**config.mk**
```make
export PLATFORM = sky130hd
export DESIGN_NAME = card_supply_timer_and_detect
export DESIGN_NICKNAME = d
export VERILOG_FILES = /design/src/design/card_supply_pkg.sv /design/src/design/card_supply_timer_and_detect.sv /design/src/design/tick_down_counter.sv
export SDC_FILE = /design/constraint.sdc
export NUM_CORES = 1
export LEC_CHECK = 0
export ABC_AREA = 1
export BUFFER_PORTS_ARGS = -buffer_cell sky130_fd_sc_hd__buf_2
export CAP_MARGIN = 20
export CORE_ASPECT_RATIO = 1.4
export CORE_MARGIN = 2
export CORE_UTILIZATION = 40
export CTS_BUF_LIST = sky130_fd_sc_hd__clkbuf_2 sky130_fd_sc_hd__clkbuf_4 sky130_fd_sc_hd__clkbuf_8
export CTS_CLUSTER_DIAMETER = 120
export CTS_CLUSTER_SIZE = 12
export DETAILED_ROUTE_END_ITERATION = 8
export GPL_ROUTABILITY_DRIVEN = 0
export PLACE_DENSITY = 0.68
export SLEW_MARGIN = 20
export SYNTH_ARGS = -nofsm -noshare
export SYNTH_HDL_FRONTEND = slang
export SYNTH_HIERARCHICAL = 1
export SYNTH_SLANG_ARGS = --single-unit
```
**constraint.sdc**
```tcl
create_clock -name ref_clk_i -period 2.2 [get_ports ref_clk_i]
set_clock_uncertainty 0.2 [all_clocks]
set_input_delay 0.22 -clock ref_clk_i [delete_from_list [all_inputs] [get_ports ref_clk_i]]
set_output_delay 0.22 -clock ref_clk_i [all_outputs]
set_load 0.005 [all_outputs]
```
**src/design/card_supply_pkg.sv**
```systemverilog
// Constants for the card supply timer and presence detector
package card_supply_pkg;

  // ==========================================================
  // Register map
  localparam logic [15:0] ADDR_SUPPLY_TIMING  = 16'hFE04;
  localparam logic [15:0] ADDR_DETECT_CONTROL = 16'hFE05;
  localparam logic [15:0] ADDR_SUPPLY_CONTROL = 16'hFE10;
  localparam logic [15:0] ADDR_IRQ_STATUS     = 16'hFE11;
  localparam logic [15:0] ADDR_IRQ_MASK       = 16'hFE12;

  // ==========================================================
  // Reset values
  localparam logic [7:0] RST_SUPPLY_TIMING  = 8'h0F;
  localparam logic [7:0] RST_DETECT_CONTROL = 8'h00;
  localparam logic [7:0] RST_SUPPLY_CONTROL = 8'h00;
  localparam logic [7:0] RST_IRQ_MASK       = 8'h00;

  // ==========================================================
  // Supply timing fields
  localparam int STABLE_LSB = 0;
  localparam int OFFDLY_LSB = 4;
  localparam int NIBBLE_W   = 4;

  // Detect control fields
  localparam int BIT_DEBOUNCE = 7;
  localparam int BIT_DET_EN   = 6;
  localparam int BIT_POLARITY = 3;
  localparam int BIT_PULLUP_N = 2;
  localparam int BIT_PULLDOWN = 1;
  localparam int BIT_INSERTED = 0;
  localparam logic [7:0] DETECT_WR_MASK = 8'hCE;

  // Supply control fields
  localparam int SEL_LSB      = 6;
  localparam int SEL_W        = 2;
  localparam int BIT_SUP_GOOD = 3;
  localparam int BIT_CARD_LOGIC_POWERDOWN    = 0;
  localparam logic [1:0] SEL_OFF = 2'h0;

  // Interrupt status bits
  localparam int IRQ_CARD_EVENT = 0;
  localparam int IRQ_DEACT_DONE = 1;
  localparam int IRQ_W          = 2;

  // ==========================================================
  // Debounce timing
  localparam int DEBOUNCE_MS     = 64;
  localparam int TICK_1K_MS      = 1;
  localparam int DEBOUNCE_TICKS  = DEBOUNCE_MS / TICK_1K_MS;
  localparam int DEBOUNCE_W      = 7;

  // Supply sequencer states
  typedef enum logic [2:0] {
    SUP_IDLE,
    SUP_WAIT_STABLE,
    SUP_ACTIVE,
    SUP_OFF_DELAY,
    SUP_DEACT
  } supply_state_t;

endpackage

```
**src/design/card_supply_timer_and_detect.sv**
```systemverilog
// Card slot supervision: supply activation timer, off delay and presence detect
// Function
// - Non-zero supply select write starts supply-stable timer; supply good checked at expiry.
// - Supply good false at expiry: card event interrupt, deactivation, select cleared.
// - Activation continues only with supply good true, else hardware clears select.
// - Stable interval is low timing nibble times one 32768 Hz period.
// - Select written to zero while active delays deactivation by high nibble 32768 Hz periods; during the stable wait it deactivates at once.
// - Off-delay of zero adds no delay; non-zero adds that many periods.
// - Supply fault or card event deactivations skip the off-delay.
// - With debounce on, inserted flag sets after 64 ms stable detect, 1 kHz.
// - Inserted flag clears at once when detect de-asserts.
// - Detection active only with detect enable set; enable resets to zero.
// - Polarity one: high pin means present; zero: low pin means present.
// - Active-low pull-up and active-high pull-down enables from control bits.
// - Any change of read-only inserted flag is a card event; read is polarity-adjusted.
// - Presence detection keeps working while card logic clock is stopped.
// - Power-down bit set bypasses debounce; presence still reported from pin.
// - Select 00 off, 01 1.8 V, 10 3.0 V, 11 5 V; non-zero activates.
// - Card event or falling supply good deactivates; supply off after lines idle.
`timescale 1ns/1ps
module card_supply_timer_and_detect (
  // Clock and reset
  input  wire logic       ref_clk_i,
  input  wire logic       arst_n_i,
  // Register port
  input  wire logic [15:0] addr_i,
  input  wire logic [7:0]  wdata_i,
  input  wire logic        wr_i,
  input  wire logic        rd_i,
  output logic      [7:0]  rdata_o,
  // Timing ticks
  input  wire logic        tick_32k_i,
  input  wire logic        tick_1k_i,
  // Supply circuit
  input  wire logic        supply_good_i,
  input  wire logic        lines_idle_i,
  output logic      [1:0]  supply_select_o,
  output logic             deact_req_o,
  output logic             card_logic_powerdown_o,
  // Detect pin
  input  wire logic        presence_pin_i,
  output logic             pullup_enable_n_o,
  output logic             pulldown_enable_o,
  output logic             card_inserted_o,
  // Interrupt
  output logic             irq_o
);

  // ==========================================================
  // Register storage
  logic [7:0]                  timing_r;
  logic [7:0]                  detect_ctl_r;
  logic [1:0]                  supply_select_r;
  logic                        powerdown_r;
  logic [card_supply_pkg::IRQ_W-1:0] irq_status_r;
  logic [card_supply_pkg::IRQ_W-1:0] irq_mask_r;
  logic [7:0]                  rdata_r;
  logic                        irq_r;

  logic wr_timing;
  logic wr_detect;
  logic wr_supply;
  logic wr_status;
  logic wr_mask;

  assign wr_timing = wr_i && (addr_i == card_supply_pkg::ADDR_SUPPLY_TIMING);
  assign wr_detect = wr_i && (addr_i == card_supply_pkg::ADDR_DETECT_CONTROL);
  assign wr_supply = wr_i && (addr_i == card_supply_pkg::ADDR_SUPPLY_CONTROL);
  assign wr_status = wr_i && (addr_i == card_supply_pkg::ADDR_IRQ_STATUS);
  assign wr_mask   = wr_i && (addr_i == card_supply_pkg::ADDR_IRQ_MASK);

  // Field views
  logic [3:0] stable_field;
  logic [3:0] offdly_field;
  logic [1:0] sel_wdata;
  logic       det_en;
  logic       polarity;
  logic       debounce_en;

  assign stable_field = timing_r[card_supply_pkg::STABLE_LSB +: card_supply_pkg::NIBBLE_W];
  assign offdly_field = timing_r[card_supply_pkg::OFFDLY_LSB +: card_supply_pkg::NIBBLE_W];
  assign sel_wdata    = wdata_i[card_supply_pkg::SEL_LSB +: card_supply_pkg::SEL_W];
  assign det_en       = detect_ctl_r[card_supply_pkg::BIT_DET_EN];
  assign polarity     = detect_ctl_r[card_supply_pkg::BIT_POLARITY];
  assign debounce_en  = detect_ctl_r[card_supply_pkg::BIT_DEBOUNCE];

  // Timing register
  always_ff @(posedge ref_clk_i or negedge arst_n_i)
  begin
    if (!arst_n_i)
      timing_r <= card_supply_pkg::RST_SUPPLY_TIMING;
    else if (wr_timing)
      timing_r <= wdata_i;
  end

  // Detect control; inserted bit is read-only and lives elsewhere
  always_ff @(posedge ref_clk_i or negedge arst_n_i)
  begin
    if (!arst_n_i)
      detect_ctl_r <= card_supply_pkg::RST_DETECT_CONTROL;
    else if (wr_detect)
      detect_ctl_r <= wdata_i & card_supply_pkg::DETECT_WR_MASK;
  end

  // Pin control outputs follow their control bits
  always_ff @(posedge ref_clk_i or negedge arst_n_i)
  begin
    if (!arst_n_i)
    begin
      pullup_enable_n_o <= 1'b1;
      pulldown_enable_o <= 1'b0;
    end
    else
    begin
      pullup_enable_n_o <= detect_ctl_r[card_supply_pkg::BIT_PULLUP_N];
      pulldown_enable_o <= detect_ctl_r[card_supply_pkg::BIT_PULLDOWN];
    end
  end

  // ==========================================================
  // Presence detection
  logic present_raw;
  logic deb_zero;
  logic inserted_r;
  logic inserted_nxt;
  logic inserted_d_r;
  logic card_event;

  // Polarity adjusted presence, gated by enable
  assign present_raw = det_en && (polarity ? presence_pin_i : !presence_pin_i);

  // Debounce counter reloads while the card looks absent
  tick_down_counter #(
    .W (card_supply_pkg::DEBOUNCE_W)
  ) u_debounce (
    .ref_clk_i  (ref_clk_i),
    .arst_n_i   (arst_n_i),
    .load_i     (!present_raw),
    .load_val_i (card_supply_pkg::DEBOUNCE_W'(card_supply_pkg::DEBOUNCE_TICKS)),
    .tick_i     (tick_1k_i),
    .zero_o     (deb_zero)
  );

  // Flag rule: drop at once, rise after debounce unless bypassed
  always_comb
  begin
    if (!present_raw)
      inserted_nxt = 1'b0;
    else if (debounce_en && !powerdown_r)
      inserted_nxt = inserted_r || deb_zero;
    else
      inserted_nxt = 1'b1;
  end

  // Runs on the always-on clock, independent of card logic clock
  always_ff @(posedge ref_clk_i or negedge arst_n_i)
  begin
    if (!arst_n_i)
    begin
      inserted_r   <= 1'b0;
      inserted_d_r <= 1'b0;
    end
    else
    begin
      inserted_r   <= inserted_nxt;
      inserted_d_r <= inserted_r;
    end
  end

  assign card_event = inserted_r ^ inserted_d_r;
  assign card_inserted_o = inserted_r;

  // ==========================================================
  // Supply sequencer
  card_supply_pkg::supply_state_t state_r;
  card_supply_pkg::supply_state_t state_nxt;
  logic tmr_load;
  logic [3:0] tmr_val;
  logic tmr_zero;
  logic start_act;
  logic stop_req;
  logic supply_good_d_r;
  logic supply_fall;
  logic supply_fail;
  logic deact_done;

  assign start_act   = wr_supply && (sel_wdata != card_supply_pkg::SEL_OFF);
  assign stop_req    = wr_supply && (sel_wdata == card_supply_pkg::SEL_OFF);
  assign supply_fall = supply_good_d_r && !supply_good_i;

  // Shared timer: stable interval or off delay
  tick_down_counter #(
    .W (card_supply_pkg::NIBBLE_W)
  ) u_supply_timer (
    .ref_clk_i  (ref_clk_i),
    .arst_n_i   (arst_n_i),
    .load_i     (tmr_load),
    .load_val_i (tmr_val),
    .tick_i     (tick_32k_i),
    .zero_o     (tmr_zero)
  );

  // Next state and timer reload
  always_comb
  begin
    state_nxt   = state_r;
    tmr_load    = 1'b0;
    tmr_val     = stable_field;
    supply_fail = 1'b0;
    deact_done  = 1'b0;
    case (state_r)
      card_supply_pkg::SUP_IDLE:
      begin
        if (start_act)
        begin
          tmr_load  = 1'b1;
          state_nxt = card_supply_pkg::SUP_WAIT_STABLE;
        end
      end
      card_supply_pkg::SUP_WAIT_STABLE:
      begin
        if (card_event || stop_req)
          state_nxt = card_supply_pkg::SUP_DEACT;
        else if (tmr_zero)
        begin
          if (supply_good_i)
            state_nxt = card_supply_pkg::SUP_ACTIVE;
          else
          begin
            supply_fail = 1'b1;
            state_nxt   = card_supply_pkg::SUP_DEACT;
          end
        end
      end
      card_supply_pkg::SUP_ACTIVE:
      begin
        if (card_event || supply_fall)
          state_nxt = card_supply_pkg::SUP_DEACT;
        else if (stop_req)
        begin
          tmr_load  = 1'b1;
          tmr_val   = offdly_field;
          state_nxt = card_supply_pkg::SUP_OFF_DELAY;
        end
      end
      card_supply_pkg::SUP_OFF_DELAY:
      begin
        if (card_event || supply_fall || tmr_zero)
          state_nxt = card_supply_pkg::SUP_DEACT;
      end
      card_supply_pkg::SUP_DEACT:
      begin
        if (lines_idle_i)
        begin
          deact_done = 1'b1;
          state_nxt  = card_supply_pkg::SUP_IDLE;
        end
      end
      default:
        state_nxt = card_supply_pkg::SUP_IDLE;
    endcase
  end

  // State and supply good history
  always_ff @(posedge ref_clk_i or negedge arst_n_i)
  begin
    if (!arst_n_i)
    begin
      state_r         <= card_supply_pkg::SUP_IDLE;
      supply_good_d_r <= 1'b0;
    end
    else
    begin
      state_r         <= state_nxt;
      supply_good_d_r <= supply_good_i;
    end
  end

  // Select bits: hardware clears on any entry to deactivation; software writes take effect only in idle, or a zero write while active
  always_ff @(posedge ref_clk_i or negedge arst_n_i)
  begin
    if (!arst_n_i)
      supply_select_r <= card_supply_pkg::SEL_OFF;
    else if (state_r != card_supply_pkg::SUP_ACTIVE && state_r != card_supply_pkg::SUP_WAIT_STABLE
             && state_nxt == card_supply_pkg::SUP_DEACT)
      supply_select_r <= card_supply_pkg::SEL_OFF;
    else if ((state_r == card_supply_pkg::SUP_WAIT_STABLE || state_r == card_supply_pkg::SUP_ACTIVE)
             && state_nxt == card_supply_pkg::SUP_DEACT)
      supply_select_r <= card_supply_pkg::SEL_OFF;
    else if (wr_supply && state_r == card_supply_pkg::SUP_IDLE)
      supply_select_r <= sel_wdata;
    else if (stop_req && state_r == card_supply_pkg::SUP_ACTIVE)
      supply_select_r <= card_supply_pkg::SEL_OFF;
  end

  // Power-down bit
  always_ff @(posedge ref_clk_i or negedge arst_n_i)
  begin
    if (!arst_n_i)
      powerdown_r <= 1'b0;
    else if (wr_supply)
      powerdown_r <= wdata_i[card_supply_pkg::BIT_CARD_LOGIC_POWERDOWN];
  end

  // Supply stays on until the lines are idle
  always_ff @(posedge ref_clk_i or negedge arst_n_i)
  begin
    if (!arst_n_i)
    begin
      supply_select_o        <= card_supply_pkg::SEL_OFF;
      deact_req_o            <= 1'b0;
      card_logic_powerdown_o <= 1'b0;
    end
    else
    begin
      deact_req_o            <= (state_nxt == card_supply_pkg::SUP_DEACT);
      card_logic_powerdown_o <= powerdown_r;
      if (state_nxt == card_supply_pkg::SUP_IDLE)
        supply_select_o <= card_supply_pkg::SEL_OFF;
      else if (state_r == card_supply_pkg::SUP_IDLE)
        supply_select_o <= sel_wdata;
    end
  end

  // ==========================================================
  // Interrupts: sticky status, set wins over write-one clear
  always_ff @(posedge ref_clk_i or negedge arst_n_i)
  begin
    if (!arst_n_i)
      irq_status_r <= '0;
    else
    begin
      if (card_event || supply_fail)
        irq_status_r[card_supply_pkg::IRQ_CARD_EVENT] <= 1'b1;
      else if (wr_status && wdata_i[card_supply_pkg::IRQ_CARD_EVENT])
        irq_status_r[card_supply_pkg::IRQ_CARD_EVENT] <= 1'b0;
      if (deact_done)
        irq_status_r[card_supply_pkg::IRQ_DEACT_DONE] <= 1'b1;
      else if (wr_status && wdata_i[card_supply_pkg::IRQ_DEACT_DONE])
        irq_status_r[card_supply_pkg::IRQ_DEACT_DONE] <= 1'b0;
    end
  end

  // Mask register and interrupt line
  always_ff @(posedge ref_clk_i or negedge arst_n_i)
  begin
    if (!arst_n_i)
    begin
      irq_mask_r <= card_supply_pkg::RST_IRQ_MASK[card_supply_pkg::IRQ_W-1:0];
      irq_r      <= 1'b0;
    end
    else
    begin
      if (wr_mask)
        irq_mask_r <= wdata_i[card_supply_pkg::IRQ_W-1:0];
      irq_r <= |(irq_status_r & irq_mask_r);
    end
  end

  assign irq_o = irq_r;

  // ==========================================================
  // Read port: data valid only the cycle after the strobe
  always_ff @(posedge ref_clk_i or negedge arst_n_i)
  begin
    if (!arst_n_i)
      rdata_r <= 8'h00;
    else if (!rd_i)
      rdata_r <= 8'h00;
    else
    begin
      case (addr_i)
        card_supply_pkg::ADDR_SUPPLY_TIMING:  rdata_r <= timing_r;
        card_supply_pkg::ADDR_DETECT_CONTROL: rdata_r <= detect_ctl_r | {7'h00, inserted_r};
        card_supply_pkg::ADDR_SUPPLY_CONTROL:
          rdata_r <= {supply_select_r, 2'h0, supply_good_i, 2'h0, powerdown_r};
        card_supply_pkg::ADDR_IRQ_STATUS:     rdata_r <= {6'h00, irq_status_r};
        card_supply_pkg::ADDR_IRQ_MASK:       rdata_r <= {6'h00, irq_mask_r};
        default:                              rdata_r <= 8'h00;
      endcase
    end
  end

  assign rdata_o = rdata_r;
endmodule

```
**src/design/tick_down_counter.sv**
```systemverilog
// Loadable down counter that steps on a tick pulse and stops at zero
`timescale 1ns/1ps
module tick_down_counter #(
  parameter int W = 4
) (
  // Clock and reset
  input  wire logic         ref_clk_i,
  input  wire logic         arst_n_i,
  // Control
  input  wire logic         load_i,
  input  wire logic [W-1:0] load_val_i,
  input  wire logic         tick_i,
  // Status
  output logic              zero_o
);

  logic [W-1:0] count_r;

  // Reload wins over a tick; hold at zero
  always_ff @(posedge ref_clk_i or negedge arst_n_i)
  begin
    if (!arst_n_i)
    begin
      count_r <= '0;
    end
    else if (load_i)
    begin
      count_r <= load_val_i;
    end
    else if (tick_i && (count_r != '0))
    begin
      count_r <= count_r - W'(1);
    end
  end

  assign zero_o = (count_r == '0);

endmodule

```
==> run metrics, run 1 <==
routed length per instance 12.1 µm; initial drt markers 136; cts bufs inserted 5; CP arrival 2.04 ns; Post-synth EDFFs 0; Reg area 1310 µm²; final critical-path share of the clock period 0.925; crit path kind input port to flip-flop; r2r endpoint u_supply_timer/count_r[3]$_DFFE_PN0P_; Mapped Area 2900 µm²; Synth top area share 0.405; Setup crit start supply_good_i; router iterations before antenna repair 4; drt via density 4.75; max cap viols 0; share of layout cells above drive strength 1 0.251; Clock transition at path regs 0.09 ns; status finished clean; antenna violations before repair 0; Synth warnings 6; unrepaired setup endpoints after global routing false; Die Y-Extent between 100 and 150 µm; antenna cell count 0; pins over their slew limit 0; CTS tree done; sequential share of the synthesized area 0.450; number of global-route vias before repair 2,466; startpoint types input port; PortBufs 48; DP Wirelength 5.14 mm; R2R Setup Slk 0.26 ns; Max rail drop VDD 0.000386 V; root buf cell clkbuf_8; synth top area cells dfrtp_1 41%, nand2_1 14%, inv_1 6.6%, dfstp_2 4.5%, nand3_1 4.3%; Clock Path Buffers 2; Top Ports 49; largest net degree at the start of global routing 28; leak pwr 1.90 nW; pwr/cell area between 500 and 600 nW/µm²; Starting Density 0.416; clk_lat worst skew 0.31 ns; Mapped Cells 377; Post-CTS Setup Inserts 0; Period minus WS final between 2 and 2.5 ns; Layout area overhead 19.7%; Worst Path Max Fanout 8; most frequent cells in the layout 107 x nand2_1, 51 x inv_1, 48 x buf_2; Die X 76.0 µm; f_max 491 MHz; Least-Margin Pin Slew slightly below 0.6 ns; Avg Cell Area, Syn 7.70 µm²; Vias approximately 2,600; worst path required time ~2.2 ns; H-tree levels 2; leading cell type in the layout, fill and taps excluded nand2_1; CTS Sinks 52; post-synthesis async set-or-reset flop share 1.00; final hold slack 0.0587 ns; first-pass GRT wire length 11.1 mm; CP Capture Type flip-flop; Layout Nets 481; Core Box Area 6980 µm²; largest area contributor in the netlist dfrtp_1; Routed Antenna Nets 0; CP endpoint u_supply_timer/count_r[3]$_DFFE_PN0P_; worst setup margin 0.165 ns; Remaining DRCs 0; multi-input logic area ~1400 µm²; Worst Hold Class input port to flip-flop; Routed WL 6.54 mm; FILL cells 676; reg2reg start card_inserted_o$_DFF_PN0_; worst relative slew slack 0.615; grt total ovfl 0; FF-to-FF path depth 11; DIE AREA 7960 µm²; Overall Global Routing Usage 0.174; Fin Setup TNS 0 ns; count of cell types in the netlist 38; prevailing post-synth register cell dfrtp_1; Final Hold Violating Endpoints 0; row cnt 36; Place WS approximately 0.18 ns; final setup vio count 0; Synth Register Bits 52
==> synth_stat cells (2+ instances only) <==
cell type and n:
nand3_1 25, ha_1 2, clkinv_1 4, inv_2 10, nor4_1 2, o221ai_1 2
o21ai_1 17, a21oi_1 2, dfrtp_1 47, nand4_2 2, a31oi_1 4, nor2_2 10
nand2_1 108, nand2_4 4, nand3b_1 2, mux2_4 2, nand3_2 4, nand2_2 9
o21ai_0 19, dfstp_2 5, nand4_1 5, conb_1 2, inv_1 51, nor2_1 25
==> routing by layer <==
metal / vias to the layer above / share of wire / global-route usage / routed length (µm)
li1: 1319 / - / - / -
met1: 1184 / 0.41 / 0.194 / 2650
met2: 57 / 0.52 / 0.315 / 3420
met3: 16 / 0.032 / 0.0302 / 212
met4: 0 / 0.039 / 0.0935 / 258
met5: - / 0 / 0 / 0
==> sequential cells by signal, indices dropped and copies added, names as in the netlist, 2 cells and up <==
register and cells:
detect_ctl_r 5, timing_r 8, state_r 3, supply_select_r 2, u_debounce/count_r 7, irq_mask_r 2
supply_select_o 2, irq_status_r 2, rdata_o 8, u_supply_timer/count_r 4
==> repair_timing <==
action | in CTS | in global routing
hold endpoints to repair | 32 | 0
resized for setup | 0 | 1
setup endpoints to repair | 0 | 4
hold buffers | 9 | 0
==> stage by stage <==
step / std cells / util / area, µm² / power [mW]
2_1_floorplan: 382 / - / 2920 / 1.32
3_3_place_gp: 525 / 0.470 / 3280 / 1.43
3_5_place_dp: 525 / 0.470 / 3280 / 1.44
4_1_cts: 542 / 0.497 / 3470 / 2.04
5_1_grt: 542 / 0.497 / 3470 / 2.15
6_report: 542 / 0.497 / 3470 / 2.02
==> cell families (layout without fill, tap and decap cells) <==
logic type / after synthesis / after routing / share of synthesized area
adders and majority gates: 2 / 2 / 0.00862
and+or+nand+nor: 200 / 200 / 0.333
muxes: 2 / 2 / 0.0103
other: 2 / 7 / 0.00259
xor gates and xnor gates: 1 / 1 / 0.00302
AOI/OAI and AO/OA: 50 / 50 / 0.101
DFF: 52 / 52 / 0.450
buffers and inverters: 68 / 133 / 0.0909
==> power by group <==
| group | internal [mW] | switching (mW) | total, mW |
|---|---|---|---|
| logic | 0.151 | 0.241 | 0.392 |
| registers | 1.00 | 0.0412 | 1.04 |
| clock network | 0.282 | 0.306 | 0.588 |
==> critical path, cell delays in order <==
cell and delay, ns:
dlygate4sd3_1 0.52, buf_2 0.13, inv_1 0.07, nand2_1 0.08, nand3_2 0.11, nor2_2 0.13
nand4_2 0.24, nand2_2 0.24, inv_2 0.09, nand3b_1 0.08, nand2_1 0.05, clkinv_1 0.04
nand2_1 0.04
==> cell type report <==
type                    instances  area share
repair buffers                 60       0.102
well taps                      95      0.0342
inverters                      65      0.0702
clock buffers                   8      0.0281
multi-input cells             262       0.389
flip-flops and latches         52       0.376
==> worst min-delay path by stage <==
stage	from	to	slack (ns)	cells past startpoint
after detailed placement	arst_n_i	irq_o$_DFF_PN0_	0.05	1
after floorplan	arst_n_i	card_inserted_o$_DFF_PN0_	-0.28	0
after global routing	lines_idle_i	irq_status_r[1]$_DFFE_PN0P_	0.04	3
final	lines_idle_i	irq_status_r[1]$_DFFE_PN0P_	0.06	3
after CTS	lines_idle_i	irq_status_r[1]$_DFFE_PN0P_	0.04	3
after global placement	arst_n_i	detect_ctl_r[1]$_DFFE_PN0P_	0.05	1
(Power assumes the default switching activity.)
==> run 2, diff against run 1 <==
HOLD_SLACK_MARGIN = 0.1   (was not set)
==> run 2 against run 1 <==
  * Count of clock-buffer cells in the layout unchanged
  * Clock power about the same
  * Sequential share of layout area decreased by 0.53 points
  * Total power increased by 0.24%
==> run metrics, run 2 (synthesis gave the netlist of run 1 again) <==
pins over their slew limit 0 (unchanged); Die Y-Extent 105 µm (unchanged); final critical-path share of the clock period 0.929 (was 0.925); cell mode on critical path nand2_1 (unchanged); first-pass GRT wire length 11.1 mm (about the same); CP delay by family, top simple AND/OR/NAND/NOR gates (unchanged); antenna cell count 0 (unchanged); Layout area overhead 21.4% (was 19.7%); router iterations before antenna repair 4 (unchanged); Core Box Area 6980 µm² (unchanged); leading cell type in the layout, fill and taps excluded nand2_1 (unchanged); worst-path cell chain dlygate4sd3_1 -> buf_2 -> inv_1 -> nand2_1 -> nand3_2 -> nor2_2 -> nand4_2 -> nand2_2 -> inv_2 -> nand3b_1 -> nand2_1 -> clkinv_1 -> nand2_1 (unchanged); Tot Pwr 2.02 mW (about the same); reg2reg start state_r[2]$_DFF_PN0_ (was card_inserted_o$_DFF_PN0_); Placed Cells 525 (unchanged); CP arrival 2.05 ns (was 2.04 ns); row cnt 36 (unchanged); Remaining DRCs 0 (unchanged); Die X 76.0 µm (unchanged); CP Buf/Inv Count 5 (unchanged); cell area after layout 3520 µm² (was 3470 µm²); FILL cells 672 (was 676); CP Capture Type flip-flop (unchanged); hold depth 5 (was 3); DP Wirelength 5.14 mm (unchanged); PortBufs 48 (unchanged); leak pwr 1.92 nW (was 1.90 nW); FF-to-FF path depth 10 (was 11); Routed Antenna Nets 0 (unchanged); Period minus WS final 2.04 ns (about the same); antenna violations before repair 0 (unchanged); unrepaired setup endpoints after global routing false (unchanged); worst relative slew slack 0.616 (was 0.615); Routed WL 6.57 mm (was 6.54 mm); f_max 489 MHz (was 491 MHz); Vias 2,592 (was 2,576); Area after DPL 3280 µm² (unchanged); number of global-route vias before repair 2,485 (was 2,466); Layout Nets 486 (was 481); max cap viols 0 (unchanged); initial drt markers 140 (was 136); Final Hold Violating Endpoints 0 (unchanged); Clock transition at path regs 0.09 ns (about the same); share of layout cells above drive strength 1 0.248 (was 0.251); Starting Density 0.416 (unchanged); cts bufs inserted 5 (unchanged); CTS Sinks 52 (unchanged); CTS tree done (unchanged); Setup crit start supply_good_i (unchanged); worst setup margin 0.155 ns (was 0.165 ns); Reg area 1310 µm² (unchanged); Worst Path Max Fanout 8 (unchanged); worst path required time 2.21 ns (about the same); Post-CTS Setup Inserts 0 (unchanged); routed length per instance 12.0 µm (was 12.1 µm); Fin Setup TNS 0 ns (unchanged); Critical Path Slowest Stage Cell dlygate4sd3_1 (unchanged); multi-input logic area 1350 µm² (unchanged); Worst path depth 13 (unchanged); grt total ovfl 0 (unchanged); drt via density 4.74 (was 4.75); critical path's largest stage delay 0.52 ns (about the same); startpoint types input port (unchanged); Place WS 0.183 ns (unchanged); most frequent cells in the layout 107 x nand2_1, 51 x inv_1, 48 x buf_2 (unchanged); Top Ports 49 (unchanged); status finished clean (unchanged); Post-Layout Cell Count 547 (was 542); clk_lat worst skew 0.31 ns (about the same); Final Util 0.505 (was 0.497); root buf cell clkbuf_8 (unchanged); DIE AREA 7960 µm² (unchanged); crit path kind input port to flip-flop (unchanged); Least-Margin Pin Slew 0.577 ns (was 0.578 ns); H-tree levels 2 (unchanged); largest net degree at the start of global routing 28 (unchanged); pwr/cell area 575 nW/µm² (was 582 nW/µm²); Clock Path Buffers 2 (unchanged); Hold Startpoint presence_pin_i (was lines_idle_i); Worst Hold Class input port to flip-flop (unchanged); Overall Global Routing Usage 0.175 (was 0.174); final setup vio count 0 (unchanged); Max rail drop VDD 0.000386 V (about the same); final hold slack 0.171 ns (was 0.0587 ns)
==> run 2: cell count changes in the layout (fill, tap and decap cells not counted), sizes merged <==
cell,before,now
dlygate4sd3,9,14
==> run 2: timing repair <==
action / CTS / global route
hold endpoints to repair: 54 / 0
hold buffers: 14 / 0
resized for setup: 0 / 1
endpoints found under the setup margin: 0 / 4
==> run 2: layout make-up <==
cell class	count	area share
multi-input cells	262	0.384
flip-flops and latches	52	0.371
repair buffers	65	0.114
inverters	65	0.0692
well taps	95	0.0337
clock buffers	8	0.0277
==> run 2: where the power goes <==
group	switching [mW]	total, mW	internal, mW	leakage, nW
sequential	0.0413	1.04	1.00	0.666
clock	0.305	0.587	0.282	0.0523
combinational	0.240	0.397	0.157	1.21
total	0.587	2.02	1.44	1.92
==> run 2: layer usage <==
metal  up-vias  global-route usage  wire length [µm]
met5         -                   0                 0
met4         0              0.0935               247
met3        14              0.0285               241
met2        61               0.320              3440
met1      1187               0.194              2650
li1       1330                   -                 -
==> run 2: path summary, 6_finish.rpt <==
path | endpoint | slack (ns)
min in group asynchronous | irq_o$_DFF_PN0_ | 0.24
worst min-delay path | card_inserted_o$_DFF_PN0_ | 0.17
worst max-delay path | u_supply_timer/count_r[3]$_DFFE_PN0P_ | 0.16
worst min register to register | pulldown_enable_o$_DFF_PN0_ | 0.22
worst max register to register | u_supply_timer/count_r[3]$_DFFE_PN0P_ | 0.25
max in group asynchronous | timing_r[3]$_DFFE_PN1P_ | 0.88
==> run 2: tightest hold or removal path: stages <==
cell     delay, ns
buf_2         0.09
xnor2_1       0.05
nand2_1       0.07
buf_4         0.16
a31oi_1       0.05
==> run 3, diff against run 2 <==
MAX_ROUTING_LAYER = met4   (was not set)
==> run 3 against run 2 <==
  * Sequential share of layout area unchanged
  * Flip-flop and latch count unchanged
  * Critical path depth unchanged
  * Register-to-register slack about the same
  * Worst setup slack improved by 0.0028 ns
  * Total power about the same
  * Wire length decreased by 0.20%
  * Core utilization unchanged
  * Critical path type unchanged
==> run metrics, run 3 (synthesis gave the netlist of run 1 again) <==
routed length per instance 12.0 µm (about the same); max cap viols 0 (unchanged); Sw Share 0.290 (about the same); cell mode on critical path nand2_1 (unchanged); Post-CTS Setup Inserts 0 (unchanged); leak pwr 1.92 nW (unchanged); final critical-path share of the clock period 0.928 (was 0.929); Top Ports 49 (unchanged); number of global-route vias before repair 2,488 (was 2,485); initial drt markers 144 (was 140); CTS tree done (unchanged); largest net degree at the start of global routing 28 (unchanged); antenna violations before repair 0 (unchanged); reg2reg start card_inserted_o$_DFF_PN0_ (was state_r[2]$_DFF_PN0_); CP Capture Type flip-flop (unchanged); worst-path cell chain dlygate4sd3_1 -> buf_2 -> inv_1 -> nand2_1 -> nand3_2 -> nor2_2 -> nand4_2 -> nand2_2 -> inv_2 -> nand3b_1 -> nand2_1 -> clkinv_1 -> nand2_1 (unchanged); worst path required time 2.21 ns (about the same); FF-to-FF path depth 11 (was 10); Post-Layout Cell Count 547 (unchanged); share of layout cells above drive strength 1 0.248 (unchanged); crit path kind input port to flip-flop (unchanged); Setup crit start supply_good_i (unchanged); cts bufs inserted 5 (unchanged); clk_lat worst skew 0.31 ns (about the same); final setup vio count 0 (unchanged); unrepaired setup endpoints after global routing false (unchanged); Layout Nets 486 (unchanged); worst relative slew slack 0.616 (about the same); Clock Power Share 0.290 (about the same); Tot Pwr 2.03 mW (was 2.02 mW); antenna cell count 0 (unchanged); Overall Global Routing Usage 0.180 (was 0.175); Final Hold Violating Endpoints 0 (unchanged); Critical Path Slowest Stage Cell dlygate4sd3_1 (unchanged); first-pass GRT wire length 11.1 mm (about the same); Starting Density 0.416 (unchanged); root buf cell clkbuf_8 (unchanged); critical path's largest stage delay 0.52 ns (about the same); CP arrival 2.05 ns (about the same); part of the power in registers 0.514 (about the same); Layout area overhead 21.4% (unchanged); Period minus WS final 2.04 ns (about the same); grt total ovfl 0 (unchanged); P_sw 0.587 mW (about the same); Core Box Area 6980 µm² (unchanged); Clock transition at path regs 0.09 ns (about the same); Fin Setup TNS 0 ns (unchanged); status finished clean (unchanged); startpoint types input port (unchanged); DIE AREA 7960 µm² (unchanged); Int Power 1.44 mW (about the same); Die X 76.0 µm (unchanged); DP Wirelength 5.14 mm (unchanged); PortBufs 48 (unchanged); FILL cells 672 (unchanged); Routed Antenna Nets 0 (unchanged); Comb pwr share 0.196 (about the same); f_max 490 MHz (was 489 MHz); r2r endpoint u_supply_timer/count_r[3]$_DFFE_PN0P_ (unchanged); Least-Margin Pin Slew 0.577 ns (about the same); router iterations before antenna repair 4 (unchanged); row cnt 36 (unchanged); most frequent cells in the layout 107 x nand2_1, 51 x inv_1, 48 x buf_2 (unchanged); leading cell type in the layout, fill and taps excluded nand2_1 (unchanged); Remaining DRCs 0 (unchanged); Max rail drop VDD 0.000385 V (was 0.000386 V); R2R Setup Slk 0.24 ns (was 0.25 ns); Clock Path Buffers 2 (unchanged); drt via density 4.73 (was 4.74); Final Util 0.505 (unchanged); Worst Hold Class input port to flip-flop (unchanged); Vias 2,589 (was 2,592); Routed WL 6.56 mm (was 6.57 mm); Placed Cells 525 (unchanged); Worst Path Max Fanout 8 (unchanged); pwr/cell area 575 nW/µm² (about the same); Die Y-Extent 105 µm (unchanged); CTS Sinks 52 (unchanged); H-tree levels 2 (unchanged); pins over their slew limit 0 (unchanged); CP endpoint u_supply_timer/count_r[3]$_DFFE_PN0P_ (unchanged)
-- run 3: cell counts in the layout (fill, tap and decap cells not counted) --
No cell type changed its count.
-- run 3: worst min path at each step --
stage	endpoint	start	slack [ns]	cells past startpoint
6_report	card_inserted_o$_DFF_PN0_	presence_pin_i	0.17	5
5_1_grt	timing_r[0]$_DFFE_PN1P_	wr_i	0.19	3
4_1_cts	timing_r[3]$_DFFE_PN1P_	wr_i	0.16	3
3_5_place_dp	irq_o$_DFF_PN0_	arst_n_i	0.05	1
3_3_place_gp	detect_ctl_r[1]$_DFFE_PN0P_	arst_n_i	0.05	1
2_1_floorplan	card_inserted_o$_DFF_PN0_	arst_n_i	-0.28	0
-- run 3: final cells by class --
cell class,count,area (µm²),share of cell area
Clock buffer,8,97.6,0.0277
Inverter,65,244,0.0692
Multi-Input combinational cell,262,1350,0.384
Sequential cell,52,1310,0.371
Tap cell,95,119,0.0337
Timing Repair Buffer,65,403,0.114
-- run 3: power by group through the flow --
| stage | registers, mW | clock network (mW) | logic, mW |
|---|---|---|---|
| 3_5_place_dp | 1.06 | 0 | 0.379 |
| 5_1_grt | 1.05 | 0.646 | 0.460 |
| 6_report | 1.04 | 0.588 | 0.397 |
| 3_3_place_gp | 1.06 | 0 | 0.368 |
| 2_1_floorplan | 1.05 | 0 | 0.272 |
| 4_1_cts | 1.04 | 0.602 | 0.400 |
-- run 3: repair_timing --
item	in CTS	in global routing
setup endpoints to repair	0	4
resized for setup	0	1
hold endpoints to repair	54	0
hold buffers	14	0
-- run 3: layer usage --
metal  wire [µm]  part of all wire  global-route usage  vias to the layer above
li1            -                 -                   -                     1331
met1        2640              0.40               0.194                     1178
met2        3430              0.52               0.320                       64
met3         250             0.038              0.0285                       16
met4         244             0.037              0.0935                        0
met5           0                 0                   -                        -
-- run 3: worst max-delay path: cells and delay by family --
family / cells / cell delay [ns]
buffers and inverters: 5 / 0.85
AND/OR/NAND/NOR: 8 / 0.98
-- run 3: metrics by stage --
| step | hold slack (ns) | cell area (µm²) | setup WS (ns) |
|---|---|---|---|
| after floorplan | -0.276 | 2920 | 0.415 |
| after global placement | 0.0543 | 3280 | 0.221 |
| after detailed placement | 0.0535 | 3280 | 0.183 |
| after CTS | 0.158 | 3520 | 0.0970 |
| after global routing | 0.185 | 3520 | 0.0111 |
| final | 0.169 | 3520 | 0.158 |
